===== config.mk =====
export PLATFORM = sky130hd
export DESIGN_NAME = pmc_top
export DESIGN_NICKNAME = d
export VERILOG_FILES = /design/src/pmc_pkg.sv /design/src/pmc_counter.sv /design/src/pmc_top.sv
export VERILOG_INCLUDE_DIRS = /design/src
export SDC_FILE = /design/constraint.sdc
export NUM_CORES = 1
export LEC_CHECK = 0
export BUFFER_PORTS_ARGS = -buffer_cell sky130_fd_sc_hd__buf_4
export CAP_MARGIN = 10
export CORE_MARGIN = 1.5
export CORE_UTILIZATION = 47
export DETAILED_ROUTE_END_ITERATION = 16
export PLACE_DENSITY = 0.68
export SLEW_MARGIN = 15
export SYNTH_ARGS = -nofsm -noshare
export SYNTH_HDL_FRONTEND = slang
export SYNTH_SLANG_ARGS = --single-unit

===== constraint.sdc =====
create_clock -name clk_i -period 3.9 [get_ports clk_i]
set_clock_uncertainty 0.2 [all_clocks]
set_input_delay 0.585 -clock clk_i [delete_from_list [all_inputs] [get_ports clk_i]]
set_output_delay 0.585 -clock clk_i [all_outputs]
set_load 0.03 [all_outputs]

===== src/pmc_consts.svh =====
// constants for the performance monitor control block
// assumes inclusion by bare name from the counter, top, property and bench files
`ifndef PMC_CONSTS_SVH
`define PMC_CONSTS_SVH

// ****************************************************************
// register byte offsets
// ****************************************************************
`define PMC_OFF_CTRL 4'h0
`define PMC_OFF_CNT_A 4'h4
`define PMC_OFF_CNT_B 4'h8
`define PMC_OFF_MISS 4'hC

// ****************************************************************
// control field positions
// ****************************************************************
`define PMC_NMASK_HI 31
`define PMC_NMASK_LO 24
`define PMC_B_STOP_BIT 23
`define PMC_B_GO_BIT 22
`define PMC_B_SEL_HI 20
`define PMC_B_SEL_LO 16
`define PMC_A_STOP_BIT 15
`define PMC_A_GO_BIT 14
`define PMC_A_SEL_HI 12
`define PMC_A_SEL_LO 8
`define PMC_RATE_HI 3
`define PMC_RATE_LO 2
`define PMC_B_WRAP_BIT 1
`define PMC_A_WRAP_BIT 0

// ****************************************************************
// reset values and answers
// ****************************************************************
`define PMC_RST_NMASK 8'h00
`define PMC_RST_SEL 5'h00
`define PMC_RST_RATE 2'h0
`define PMC_RST_CNT 32'h0000_0000
`define PMC_RESP_OKAY 2'h0
`define PMC_RESP_SLVERR 2'h2

// ****************************************************************
// miss sampling terminal counts (every 32nd, 64th, 128th, 256th)
// ****************************************************************
`define PMC_MISS_TERM_0 8'h1F
`define PMC_MISS_TERM_1 8'h3F
`define PMC_MISS_TERM_2 8'h7F
`define PMC_MISS_TERM_3 8'hFF

`endif


===== src/pmc_pkg.sv =====
// types shared by the performance monitor control block
// assumes nothing beyond the constants header
package pmc_pkg;

   // ****************************************************************
   // event selector codes
   // ****************************************************************
   typedef enum logic [4:0] {
      EV_RD_MISS = 5'h00,
      EV_WR_MISS = 5'h01,
      EV_SHARED_MISS = 5'h02,
      EV_LOAD_LOCKED = 5'h03,
      EV_STORE_COND_FAIL = 5'h04,
      EV_MAP_HIT = 5'h05,
      EV_BANK_CONFLICT = 5'h06,
      EV_ARB_LOSS = 5'h07,
      EV_VICTIM_HIT = 5'h08,
      EV_CSR_RD = 5'h09,
      EV_CSR_WR = 5'h0A,
      EV_BUS_INTR = 5'h0C,
      EV_MAILBOX_WR = 5'h0D,
      EV_CONSOLE_RD = 5'h0E,
      EV_CONSOLE_WR = 5'h0F,
      EV_MASKED_WR = 5'h10,
      EV_MASKED_VICTIM = 5'h11,
      EV_STALL = 5'h12,
      EV_MEM_LATENCY = 5'h13,
      EV_CASCADE = 5'h14
   } pmc_event_type;

   typedef logic [31:0] pmc_word_type;

endpackage


===== src/pmc_counter.sv =====
// one event counter with run state, wrap flag and registered carry
// assumes one-cycle go, stop and clear strobes on the same clock
`timescale 1ns/1ps
`include "pmc_consts.svh"

module pmc_counter
(
   input wire logic clk_i, // module clock
   input wire logic reset_n_i, // synchronous reset, active low
   input wire logic go_i, // start counting
   input wire logic stop_i, // stop counting
   input wire logic clear_i, // zero count and wrap flag
   input wire logic event_i, // selected event this cycle
   output logic [31:0] count_o, // current count
   output logic run_o, // counter running
   output logic wrap_o, // sticky overflow flag
   output logic carry_o // carry out, one cycle late
);

   logic inc;
   logic at_top;

   // increment qualification
   assign inc = run_o & event_i;
   assign at_top = (count_o == 32'hFFFF_FFFF);

   // ****************************************************************
   // run state, count, flag and carry
   // ****************************************************************
   always_ff @(posedge clk_i)
   begin
      if (!reset_n_i)
      begin
         run_o <= 1'b0;
         count_o <= `PMC_RST_CNT;
         wrap_o <= 1'b0;
         carry_o <= 1'b0;
      end
      else
      begin
         // stop wins when both strobes arrive together
         if (stop_i)
            run_o <= 1'b0;
         else if (go_i)
            run_o <= 1'b1;
         if (clear_i)
            count_o <= `PMC_RST_CNT;
         else if (inc)
            count_o <= count_o + 32'h0000_0001;
         if (inc && at_top)
            wrap_o <= 1'b1;
         else if (clear_i)
            wrap_o <= 1'b0;
         carry_o <= inc & at_top;
      end
   end

endmodule


===== src/pmc_top.sv =====
// performance monitor control register with two counters and miss capture
// assumes an AXI4-Lite master and same-clock event pulses
//
// Design decisions made here: the register offsets and the AXI4-Lite register port.
`timescale 1ns/1ps
`include "pmc_consts.svh"

// Summary of operation
// - eight-bit node mask in control bits 31:24 qualifies masked events
// - mask bit 31 is node 7 downward; bit 24 is node 0 and I/O
// - any mask bits may be set; one mask serves both counters
// - writing one to bit 23 stops the second counter
// - writing one to bit 22 starts the second counter
// - reserved bits 21, 13 and 7:4 read as zero
// - bits 20:16 select the second counter's event
// - bits 12:8 select the first counter's event
// - code 01000: second counts wrapped victim hits, first counts all
// - either counter: 10000 masked writes, 10001 masked victim writes
// - code 10100 counts carry-outs of the other counter
// - writing one to bit 15 stops the first counter
// - writing one to bit 14 starts the first counter
// - bits 3:2 set how often miss address capture loads
// - sample rates 00/01/10/11 are every 32nd/64th/128th/256th miss
// - read-only bit 1 sets on second counter overflow, clears on its reset
// - read-only bit 0 sets on first counter overflow, clears on its reset
// - each counter has own selector, run, halt and overflow bits
module pmc_top
(
   input wire logic clk_i, // 200 MHz module clock
   input wire logic reset_n_i, // synchronous reset, active low
   input wire logic [3:0] s_axi_awaddr, // write address
   input wire logic s_axi_awvalid, // write address valid
   output logic s_axi_awready, // write address ready
   input wire logic [31:0] s_axi_wdata, // write data
   input wire logic [3:0] s_axi_wstrb, // write byte strobes
   input wire logic s_axi_wvalid, // write data valid
   output logic s_axi_wready, // write data ready
   output logic [1:0] s_axi_bresp, // write response
   output logic s_axi_bvalid, // write response valid
   input wire logic s_axi_bready, // write response ready
   input wire logic [3:0] s_axi_araddr, // read address
   input wire logic s_axi_arvalid, // read address valid
   output logic s_axi_arready, // read address ready
   output logic [31:0] s_axi_rdata, // read data
   output logic [1:0] s_axi_rresp, // read response
   output logic s_axi_rvalid, // read data valid
   input wire logic s_axi_rready, // read data ready
   input wire logic [19:0] event_i, // event pulses indexed by code
   input wire logic vb_wrapped_i, // victim hit needed hexword swap
   input wire logic [2:0] src_node_i, // node of masked transaction
   input wire logic src_io_i, // masked transaction from I/O module
   input wire logic miss_i, // miss occurred
   input wire logic [31:0] miss_addr_i // address of that miss
);

   // ****************************************************************
   // declarations
   // ****************************************************************
   logic [7:0] node_mask_q;
   logic [4:0] ctr_a_event_sel_q;
   logic [4:0] ctr_b_event_sel_q;
   logic [1:0] miss_sample_rate_q;
   logic [7:0] miss_cnt_q;
   logic [31:0] miss_address_capture_q;
   logic [3:0] aw_addr_q;
   logic aw_held_q;
   logic [31:0] w_data_q;
   logic [3:0] w_strb_q;
   logic w_held_q;
   logic [31:0] event_counter_a;
   logic [31:0] event_counter_b;
   logic ctr_a_run;
   logic ctr_b_run;
   logic ctr_a_wrap_flag;
   logic ctr_b_wrap_flag;
   logic carry_a;
   logic carry_b;
   logic [31:0] wmask;
   logic [31:0] wbits;
   logic [31:0] ctrl_rd;
   logic [31:0] rd_mux;
   logic rd_hit;
   logic wr_go;
   logic wr_hit;
   logic wr_ctrl;
   logic ctr_a_go;
   logic ctr_a_stop;
   logic ctr_b_go;
   logic ctr_b_stop;
   logic clr_a;
   logic clr_b;
   logic node_ok;
   logic masked_wr;
   logic masked_victim;
   logic [31:0] ev_base;
   logic [31:0] ev_vec_a;
   logic [31:0] ev_vec_b;
   logic ev_a;
   logic ev_b;
   logic [7:0] miss_term;
   logic miss_take;

   // ****************************************************************
   // write channel capture
   // ****************************************************************

   // address and data may arrive in either order
   always_ff @(posedge clk_i)
   begin
      if (!reset_n_i)
      begin
         aw_held_q <= 1'b0;
         aw_addr_q <= 4'h0;
         w_held_q <= 1'b0;
         w_data_q <= 32'h0000_0000;
         w_strb_q <= 4'h0;
      end
      else
      begin
         if (s_axi_awvalid && s_axi_awready)
         begin
            aw_held_q <= 1'b1;
            aw_addr_q <= s_axi_awaddr;
         end
         else if (wr_go)
            aw_held_q <= 1'b0;
         if (s_axi_wvalid && s_axi_wready)
         begin
            w_held_q <= 1'b1;
            w_data_q <= s_axi_wdata;
            w_strb_q <= s_axi_wstrb;
         end
         else if (wr_go)
            w_held_q <= 1'b0;
      end
   end

   // write handshake outputs
   always_ff @(posedge clk_i)
   begin
      if (!reset_n_i)
      begin
         s_axi_awready <= 1'b0;
         s_axi_wready <= 1'b0;
         s_axi_bvalid <= 1'b0;
         s_axi_bresp <= `PMC_RESP_OKAY;
      end
      else
      begin
         s_axi_awready <= !aw_held_q && !(s_axi_awvalid && s_axi_awready) && !s_axi_bvalid;
         s_axi_wready <= !w_held_q && !(s_axi_wvalid && s_axi_wready) && !s_axi_bvalid;
         if (wr_go)
         begin
            s_axi_bvalid <= 1'b1;
            s_axi_bresp <= wr_hit ? `PMC_RESP_OKAY : `PMC_RESP_SLVERR;
         end
         else if (s_axi_bready)
            s_axi_bvalid <= 1'b0;
      end
   end

   // write decode and byte-lane merge
   assign wr_go = aw_held_q && w_held_q && !s_axi_bvalid;
   assign wr_hit = (aw_addr_q == `PMC_OFF_CTRL) || (aw_addr_q == `PMC_OFF_CNT_A)
      || (aw_addr_q == `PMC_OFF_CNT_B) || (aw_addr_q == `PMC_OFF_MISS);
   assign wr_ctrl = wr_go && (aw_addr_q == `PMC_OFF_CTRL);
   assign wmask = {{8{w_strb_q[3]}}, {8{w_strb_q[2]}}, {8{w_strb_q[1]}}, {8{w_strb_q[0]}}};
   assign wbits = w_data_q & wmask;

   assign ctr_b_stop = wr_ctrl && wbits[`PMC_B_STOP_BIT];
   assign ctr_b_go = wr_ctrl && wbits[`PMC_B_GO_BIT];
   assign ctr_a_stop = wr_ctrl && wbits[`PMC_A_STOP_BIT];
   assign ctr_a_go = wr_ctrl && wbits[`PMC_A_GO_BIT];
   // counter reset by any write to its data word
   assign clr_a = wr_go && (aw_addr_q == `PMC_OFF_CNT_A);
   assign clr_b = wr_go && (aw_addr_q == `PMC_OFF_CNT_B);

   // ****************************************************************
   // control fields
   // ****************************************************************

   always_ff @(posedge clk_i)
   begin
      if (!reset_n_i)
      begin
         node_mask_q <= `PMC_RST_NMASK;
         ctr_a_event_sel_q <= `PMC_RST_SEL;
         ctr_b_event_sel_q <= `PMC_RST_SEL;
         miss_sample_rate_q <= `PMC_RST_RATE;
      end
      else if (wr_ctrl)
      begin
         if (w_strb_q[3])
            node_mask_q <= w_data_q[`PMC_NMASK_HI:`PMC_NMASK_LO];
         if (w_strb_q[2])
            ctr_b_event_sel_q <= w_data_q[`PMC_B_SEL_HI:`PMC_B_SEL_LO];
         if (w_strb_q[1])
            ctr_a_event_sel_q <= w_data_q[`PMC_A_SEL_HI:`PMC_A_SEL_LO];
         if (w_strb_q[0])
            miss_sample_rate_q <= w_data_q[`PMC_RATE_HI:`PMC_RATE_LO];
      end
   end

   // ****************************************************************
   // event qualification and selection
   // ****************************************************************

   // bit 24 covers node 0 and the I/O module
   assign node_ok = src_io_i ? node_mask_q[0] : node_mask_q[src_node_i];
   assign masked_wr = event_i[pmc_pkg::EV_MASKED_WR] & node_ok;
   assign masked_victim = event_i[pmc_pkg::EV_MASKED_VICTIM] & node_ok;

   // masked events at codes 10000 and 10001
   assign ev_base = {12'h000, event_i[19:18], masked_victim, masked_wr,
      event_i[15:12], 1'b0, event_i[10:0]};
   // first counter sees every victim hit
   // first counter cascades from the second
   assign ev_vec_a = ev_base | {11'h0, carry_b, 20'h00000};
   // second counter sees wrapped victim hits only
   // second counter cascades from the first
   assign ev_vec_b = (ev_base & ~{23'h0, !vb_wrapped_i, 8'h00})
      | {11'h0, carry_a, 20'h00000};
   assign ev_a = ev_vec_a[ctr_a_event_sel_q];
   assign ev_b = ev_vec_b[ctr_b_event_sel_q];

   // ****************************************************************
   // counters
   // ****************************************************************

   // first counter with its own controls
   // first overflow flag cleared by its reset
   pmc_counter u_ctr_a
   (
      .clk_i(clk_i),
      .reset_n_i(reset_n_i),
      .go_i(ctr_a_go),
      .stop_i(ctr_a_stop),
      .clear_i(clr_a),
      .event_i(ev_a),
      .count_o(event_counter_a),
      .run_o(ctr_a_run),
      .wrap_o(ctr_a_wrap_flag),
      .carry_o(carry_a)
   );

   // second counter with its own controls
   // second overflow flag cleared by its reset
   pmc_counter u_ctr_b
   (
      .clk_i(clk_i),
      .reset_n_i(reset_n_i),
      .go_i(ctr_b_go),
      .stop_i(ctr_b_stop),
      .clear_i(clr_b),
      .event_i(ev_b),
      .count_o(event_counter_b),
      .run_o(ctr_b_run),
      .wrap_o(ctr_b_wrap_flag),
      .carry_o(carry_b)
   );

   // ****************************************************************
   // miss address sampling
   // ****************************************************************

   assign miss_term = (miss_sample_rate_q == 2'h0) ? `PMC_MISS_TERM_0 :
      (miss_sample_rate_q == 2'h1) ? `PMC_MISS_TERM_1 :
      (miss_sample_rate_q == 2'h2) ? `PMC_MISS_TERM_2 : `PMC_MISS_TERM_3;
   assign miss_take = miss_i && (miss_cnt_q >= miss_term);

   always_ff @(posedge clk_i)
   begin
      if (!reset_n_i)
      begin
         miss_cnt_q <= 8'h00;
         miss_address_capture_q <= 32'h0000_0000;
      end
      else if (miss_i)
      begin
         miss_cnt_q <= miss_take ? 8'h00 : miss_cnt_q + 8'h01;
         if (miss_take)
            miss_address_capture_q <= miss_addr_i;
      end
   end

   // ****************************************************************
   // read path
   // ****************************************************************

   // reserved bits and bits 23:22 read zero; bits 15:14 read the run states
   assign ctrl_rd = {node_mask_q, 2'b00, 1'b0, ctr_b_event_sel_q,
      ctr_a_run, ctr_b_run, 1'b0, ctr_a_event_sel_q,
      4'h0, miss_sample_rate_q, ctr_b_wrap_flag, ctr_a_wrap_flag};
   assign rd_hit = (s_axi_araddr == `PMC_OFF_CTRL) || (s_axi_araddr == `PMC_OFF_CNT_A)
      || (s_axi_araddr == `PMC_OFF_CNT_B) || (s_axi_araddr == `PMC_OFF_MISS);
   assign rd_mux = (s_axi_araddr == `PMC_OFF_CTRL) ? ctrl_rd :
      (s_axi_araddr == `PMC_OFF_CNT_A) ? event_counter_a :
      (s_axi_araddr == `PMC_OFF_CNT_B) ? event_counter_b :
      (s_axi_araddr == `PMC_OFF_MISS) ? miss_address_capture_q : 32'h0000_0000;

   // read handshake and data
   always_ff @(posedge clk_i)
   begin
      if (!reset_n_i)
      begin
         s_axi_arready <= 1'b0;
         s_axi_rvalid <= 1'b0;
         s_axi_rdata <= 32'h0000_0000;
         s_axi_rresp <= `PMC_RESP_OKAY;
      end
      else
      begin
         s_axi_arready <= !s_axi_rvalid && !(s_axi_arvalid && s_axi_arready);
         if (s_axi_arvalid && s_axi_arready)
         begin
            s_axi_rvalid <= 1'b1;
            s_axi_rdata <= rd_mux;
            s_axi_rresp <= rd_hit ? `PMC_RESP_OKAY : `PMC_RESP_SLVERR;
         end
         else if (s_axi_rready)
            s_axi_rvalid <= 1'b0;
      end
   end

endmodule


Word-level counts from Yosys, hierarchy flattened
Index checks and enable logic that the tools add are counted.
- register bits after elaboration: 213
- bits in latches: 0
- bits in writable memories: 0
- memory bits (read-only): 0
- input port bits: 109
- output and inout port bits: 41
- word-level logic and storage cells: 136
- memories: 0
- add/sub/neg operators: 3
- $mul: 0
- div/mod/pow operators: 0
- $lt $le $gt $ge: 4
- eq/ne operators: 10
- shifts and indexed selects: 0
- mux-type cells: 28
- bitwise logic cells: 12
- reduce and logical (&&, ||, !) cells: 52
- operator list (cell ; count):
    32-bit 2-to-1 mux ; 4
    32-bit by 1-bit adder with 32-bit output, second input constant ; 2
    32-bit == test, second input constant ; 2
    20-bit by 32-bit AND with 32-bit output ; 1
    8-bit 2-to-1 mux ; 4
    9-bit inverter with 32-bit output ; 1
    32-bit by 21-bit bitwise OR with 32-bit output ; 1
    24-bit AND ; 1
    20-bit by 21-bit bitwise OR with 21-bit output ; 1
    1-bit logical AND ; 20
    4-bit == test, second input constant ; 4
    1-bit 2-to-1 mux ; 15
    5-bit by 6-bit less-than comparator with 1-bit output, second input constant ; 2
    2-bit nonzero test ; 6
    1-bit binary-select mux with 5-bit select ; 2
    2-bit AND reduction ; 5
    8-bit by 1-bit adder with 8-bit output, second input constant ; 1
    4-bit by 3-bit == test with 1-bit output, second input constant ; 2
    8-bit >= comparator ; 1
    1-bit logical NOT ; 8
    4-bit logical NOT ; 2
    2-bit OR reduction ; 4
    1-bit AND ; 6
    1-bit logical OR ; 6
    7 further kinds ; 8

Logic depth before layout (Yosys ltp)
- depth in word-level cells: 11
- gate-level depth with buffers: 10
- mapped depth without buffers: 8

Hierarchy
From an unflattened synthesis, not the netlist that was laid out.
- cell total of the unflattened synthesis: 1125
- area total of the unflattened synthesis: 9883.2 um^2
- modules (own cells, without submodules) (module ; times used ; cells an instance ; area each (um^2) ; sequential area each (um^2)):
    pmc_top ; 1 ; 729 ; 6535.0 ; 2662.6
    pmc_counter ; 2 ; 198 ; 1674.1 ; 700.7

Least setup slack after synthesis
Ideal clock, no wire load.
- path type: in2reg
- start point: input port src_node_i[0]
- end point: register u_ctr_b.count_o[20]
- setup time: 0.115 ns
- data arrival time: 2.482 ns
- required time: 3.585 ns
- path slack: 1.103 ns
- stages: 8
- path buffers: 2
- cell sequence: buf_2 -> mux2i_1 -> mux4_2 -> o211a_1 -> buf_2 -> nor4_4 -> a31oi_1 -> o21a_1
- cells in the longest elaborated chain, start to end: 9
- elaborated cells between the ends (all ways): 10
- classes of those cells: 5 x mux; 5 x bitwise
- RTL lines (element ; RTL line ; RTL):
    start, declared ; pmc_top.sv:50 ; input wire logic [2:0] src_node_i,
    1-bit binary-select mux with 3-bit select (*) ; pmc_top.sv:209 ; assign node_ok = src_io_i ? node_mask_q[0] : node_mask_q[src_node_i];
    1-bit 2-to-1 mux (not written as such) (*) ; pmc_top.sv:209 ;
    1-bit 2-to-1 mux (*) ; pmc_top.sv:209 ;
    1-bit AND (on tied branches) ; pmc_top.sv:210, pmc_top.sv:211 ;
    20-bit by 32-bit AND with 32-bit output (*) ; pmc_top.sv:221 ; assign ev_vec_b = (ev_base & ~{23'h0, !vb_wrapped_i, 8'h00})
    32-bit by 21-bit bitwise OR with 32-bit output (*) ; pmc_top.sv:222 ; | {11'h0, carry_a, 20'h00000};
    1-bit binary-select mux with 5-bit select (*) ; pmc_top.sv:224 ; assign ev_b = ev_vec_b[ctr_b_event_sel_q];
    1-bit 2-to-1 mux (not written as such) (*) ; pmc_top.sv:224 ;
    1-bit AND (*) ; pmc_counter.sv:24 ; assign inc = run_o & event_i;
    end signal, assigned ; pmc_counter.sv:35 ; count_o <= `PMC_RST_CNT;
    end signal, assigned ; pmc_counter.sv:47 ; count_o <= `PMC_RST_CNT;
    end signal, assigned ; pmc_counter.sv:49 ; count_o <= count_o + 32'h0000_0001;
    end, declared ; pmc_counter.sv:14 ; output logic [31:0] count_o,
Mark *: on every way between the ends. The rest lies on a longest branch, timed or not. The select of a mux whose other input is x is not followed.
A chain may end at the register's enable or synchronous reset.

Final worst setup path
- start point: register ctr_a_event_sel_q[0]
- end point: register u_ctr_a.count_o[27]
- cells in the longest elaborated chain, start to end: 3
- RTL lines (element ; RTL line ; RTL):
    start, declared ; pmc_top.sv:60 ; logic [4:0] ctr_a_event_sel_q;
    start signal, assigned ; pmc_top.sv:187 ; ctr_a_event_sel_q <= `PMC_RST_SEL;
    start signal, assigned ; pmc_top.sv:198 ; ctr_a_event_sel_q <= w_data_q[`PMC_A_SEL_HI:`PMC_A_SEL_LO];
    1-bit binary-select mux with 5-bit select ; pmc_top.sv:223 ; assign ev_a = ev_vec_a[ctr_a_event_sel_q];
    1-bit 2-to-1 mux (not written as such) ; pmc_top.sv:223 ;
    1-bit AND ; pmc_counter.sv:24 ;
    end signal, assigned ; pmc_counter.sv:35 ;
    end signal, assigned ; pmc_counter.sv:47 ;
    end signal, assigned ; pmc_counter.sv:49 ;
    end, declared ; pmc_counter.sv:14 ;
Every way passes these cells. The select of a mux whose other input is x is not followed.

==> flow_summary.yaml <==
worst_setup_path:
  crit_path_end_kind: "register"
  cp-start-kind: "register"
  r2r-start: "ctr_a_event_sel_q[0]$_SDFFE_PN0P_"
  cp.required_ns: 4.15
  rr_worst_depth: 6
  reg2reg_slack_ns: 0.83
  critPathMaxFanout: 43
  crit_path_end: "u_ctr_a.count_o[27]$_SDFFE_PP0P_"
  r2r-end: "u_ctr_a.count_o[27]$_SDFFE_PP0P_"
  crit_type: "register to register"
  cp.arrival_ns: 3.32
  startpoint: "ctr_a_event_sel_q[0]$_SDFFE_PN0P_"
grt:
  use_met2_pct: 39.28
  grtUsageMet3_pct: 3.884
  grt_pass1_vias: 8154
  globalRouteOverflowTotal: 0
  use_met1_pct: 34.32
  top_usage_layer: "met2"
  grt_pass1_wl_um: 43250
  grt_max_degree: 66
  grtUsageTotal_pct: 24.56
  antenna_found_initial: 0
clock_network:
  root_buffer: "clkbuf_16"
  htree_levels: 1
  cts_resized: 0
  cts_tree: "yes"
  cts_hold_buf: 0
  cts_sinks: 203
  clk_pin_slew_ns: 0.06
  post_cts_buffers: 0
  cts_buffers: 23
  max-clock-path-buffers: 3
  clock_latency_ns: 0.52
timing:
  setup_tns_ns: 0
  achievable-frequency_mhz: 326.0
  rsz0062_at_grt: "no"
  setup_ws_ns: 0.8322
  post-route-period-util_pct: 78.66
  layout_min_cycle_time_ns: 3.068
  timing.final.max_slew_violations: 0
  hold_violations: 0
  tightest_slew_ns: 0.9541
  whs_ns: 0.1227
  setup_violations: 0
  slew_headroom_pct: 36.24
floorplanning:
  dieWidth_um: 148.9
  initial_core_util_pct: 47.74
  die_height_um: 148.9
  die_area_sq_um: 22170
  rows: 53
  core_sq_um: 20960
  ios: 150
job:
  maxCapViolCount: 0
drt:
  drt_pass1_iterations: 5
  drc: 0
  ant_nets: 0
  vias: 8905
  drt_iter0_drc: 751
  drt-total-wl_um: 27350
  wl_per_cell_um: 17.74
  avgViaCountPerCell: 5.779
synth:
  synth_ff_type: "dfxtp_1"
  synthCells: 1165
  synth_area_sq_um: 10000
  synth-edff-count: 0
  syn_avg_cell_area_sq_um: 8.587
  ys_warn_count: 0
  yosysUniqueCellTypes: 66
  synthArstFlopShare_pct: 0
  ys_seq_area_share_pct: 40.63
  ys_seq_elements: 203
final_layout:
  n_antenna_cell: 0
  layout_common_cells: "nand2_1 (223), dfxtp_1 (203), buf_4 (150)"
  syn2layout_area_growth_pct: 18.59
  final-seq-area_sq_um: 4064
  multi_input_area_sq_um: 5499
  final_common_cell: "nand2_1"
  drive_above_1_share_pct: 18.80
  final_cells: 1541
  fillers: 1943
  finish.net_count: 1364
pwr:
  p_leak_nw: 4.264
  finalPower_mw: 4.614
  ir_drop_v: 0.0003585
  powerDensity_nw_per_um2: 388.9
place:
  dp_slack_ns: 0.7812
  hpwl_um: 19640
  io_buffers: 138
  dp_cells: 1499
  gp_congestion: 0.8500
outcome:
  outcome: "completed"
worst_hold_path:
  holdCritPathClass: "input pin to register"
==> worst min-delay path by stage <==
stage	from	endpoint	cells past startpoint
after CTS	s_axi_wdata[15]	w_data_q[15]$_SDFFE_PN0P_	3
after global placement	u_ctr_a.wrap_o$_SDFFE_PN0P_	u_ctr_a.wrap_o$_SDFFE_PN0P_	2
final	miss_addr_i[22]	miss_address_capture_q[22]$_SDFFE_PN0P_	3
after floorplan	u_ctr_b.wrap_o$_SDFFE_PN0P_	u_ctr_b.wrap_o$_SDFFE_PN0P_	2
after detailed placement	s_axi_rvalid$_SDFFE_PN0P_	s_axi_arready$_SDFF_PN0_	1
after global routing	miss_addr_i[13]	miss_address_capture_q[13]$_SDFFE_PN0P_	3
==> critical path, cell delays in order, from the launching register on <==
cell and delay (ns):
dfxtp_1 0.68, mux2i_1 0.16, mux4_2 0.58, a21boi_4 0.22, nand3_4 0.36, or4_1 0.63, a21oi_1 0.15
==> sequential cells by signal, indices dropped and copies added, names as in the netlist, 2 cells and up <==
signal and count:
node_mask_q 8, w_strb_q 4, ctr_a_event_sel_q 5, aw_addr_q 4, miss_address_capture_q 32, miss_sample_rate_q 2
u_ctr_a.count_o 32, w_data_q 24, u_ctr_b.count_o 32, miss_cnt_q 8, ctr_b_event_sel_q 5, s_axi_rdata 32
==> synthesized netlist by cell type, drive strengths merged, types with 21 or more instances <==
| master | n | area (sq um) |
|---|---|---|
| a21boi | 57 | 439.2 |
| a21oi | 49 | 245.2 |
| a22oi | 32 | 240.2 |
| clkbuf | 77 | 289.0 |
| dfxtp | 203 | 4064 |
| inv | 24 | 90.09 |
| mux2 | 25 | 281.5 |
| mux2i | 45 | 450.4 |
| nand2 | 223 | 837.1 |
| nand3 | 61 | 317.8 |
| nand4 | 26 | 168.9 |
| nor2 | 28 | 105.1 |
| o211a | 22 | 220.2 |
| o211ai | 23 | 177.7 |
| o21ai | 32 | 160.2 |
| o31ai | 22 | 165.2 |
| or4 | 21 | 157.7 |
==> cell families after synthesis <==
kind of cell,count (synthesis),share of synthesized area (%)
XOR/XNOR,17,1.488
adder cells (fa/ha/maj),6,0.7504
other,1,0.03749
multiplexers,78,9.118
AND/OR/NAND/NOR,465,23.28
buffers and inverters,116,4.640
flip-flops,203,40.63
AO/OA/AOI/OAI,279,20.06
==> per-layer routing <==
| layer | wire (um) | share of wire [%] | up-vias |
|---|---|---|---|
| met4 | 705 | 2.6 | 0 |
| met5 | 0 | 0 | - |
| met1 | 12230 | 45 | 4199 |
| li1 | - | - | 4385 |
| met3 | 1743 | 6.4 | 45 |
| met2 | 12660 | 46 | 276 |
==> cell type report <==
cell class | instances | area share (%)
Tap cell | 275 | 2.901
Sequential cell | 203 | 34.26
Timing Repair Buffer | 150 | 9.493
Multi-Input combinational cell | 847 | 46.36
Clock buffer | 36 | 5.601
Clock inverter | 6 | 0.6328
Inverter | 24 | 0.7594
==> metrics by stage <==
step | util [%] | instance area (sq um)
3_5_place_dp | 53.08 | 11120
5_1_grt | 56.61 | 11860
3_3_place_gp | 53.08 | 11120
2_1_floorplan | - | 10010
4_1_cts | 56.61 | 11860
6_report | 56.61 | 11860
==> where the power goes <==
part           internal (mW)  switching, mW
registers               2.11         0.0290
logic                  0.154          0.196
clock network           1.24          0.876
total                   3.51           1.10
Power figures use the tool's default switching activity.
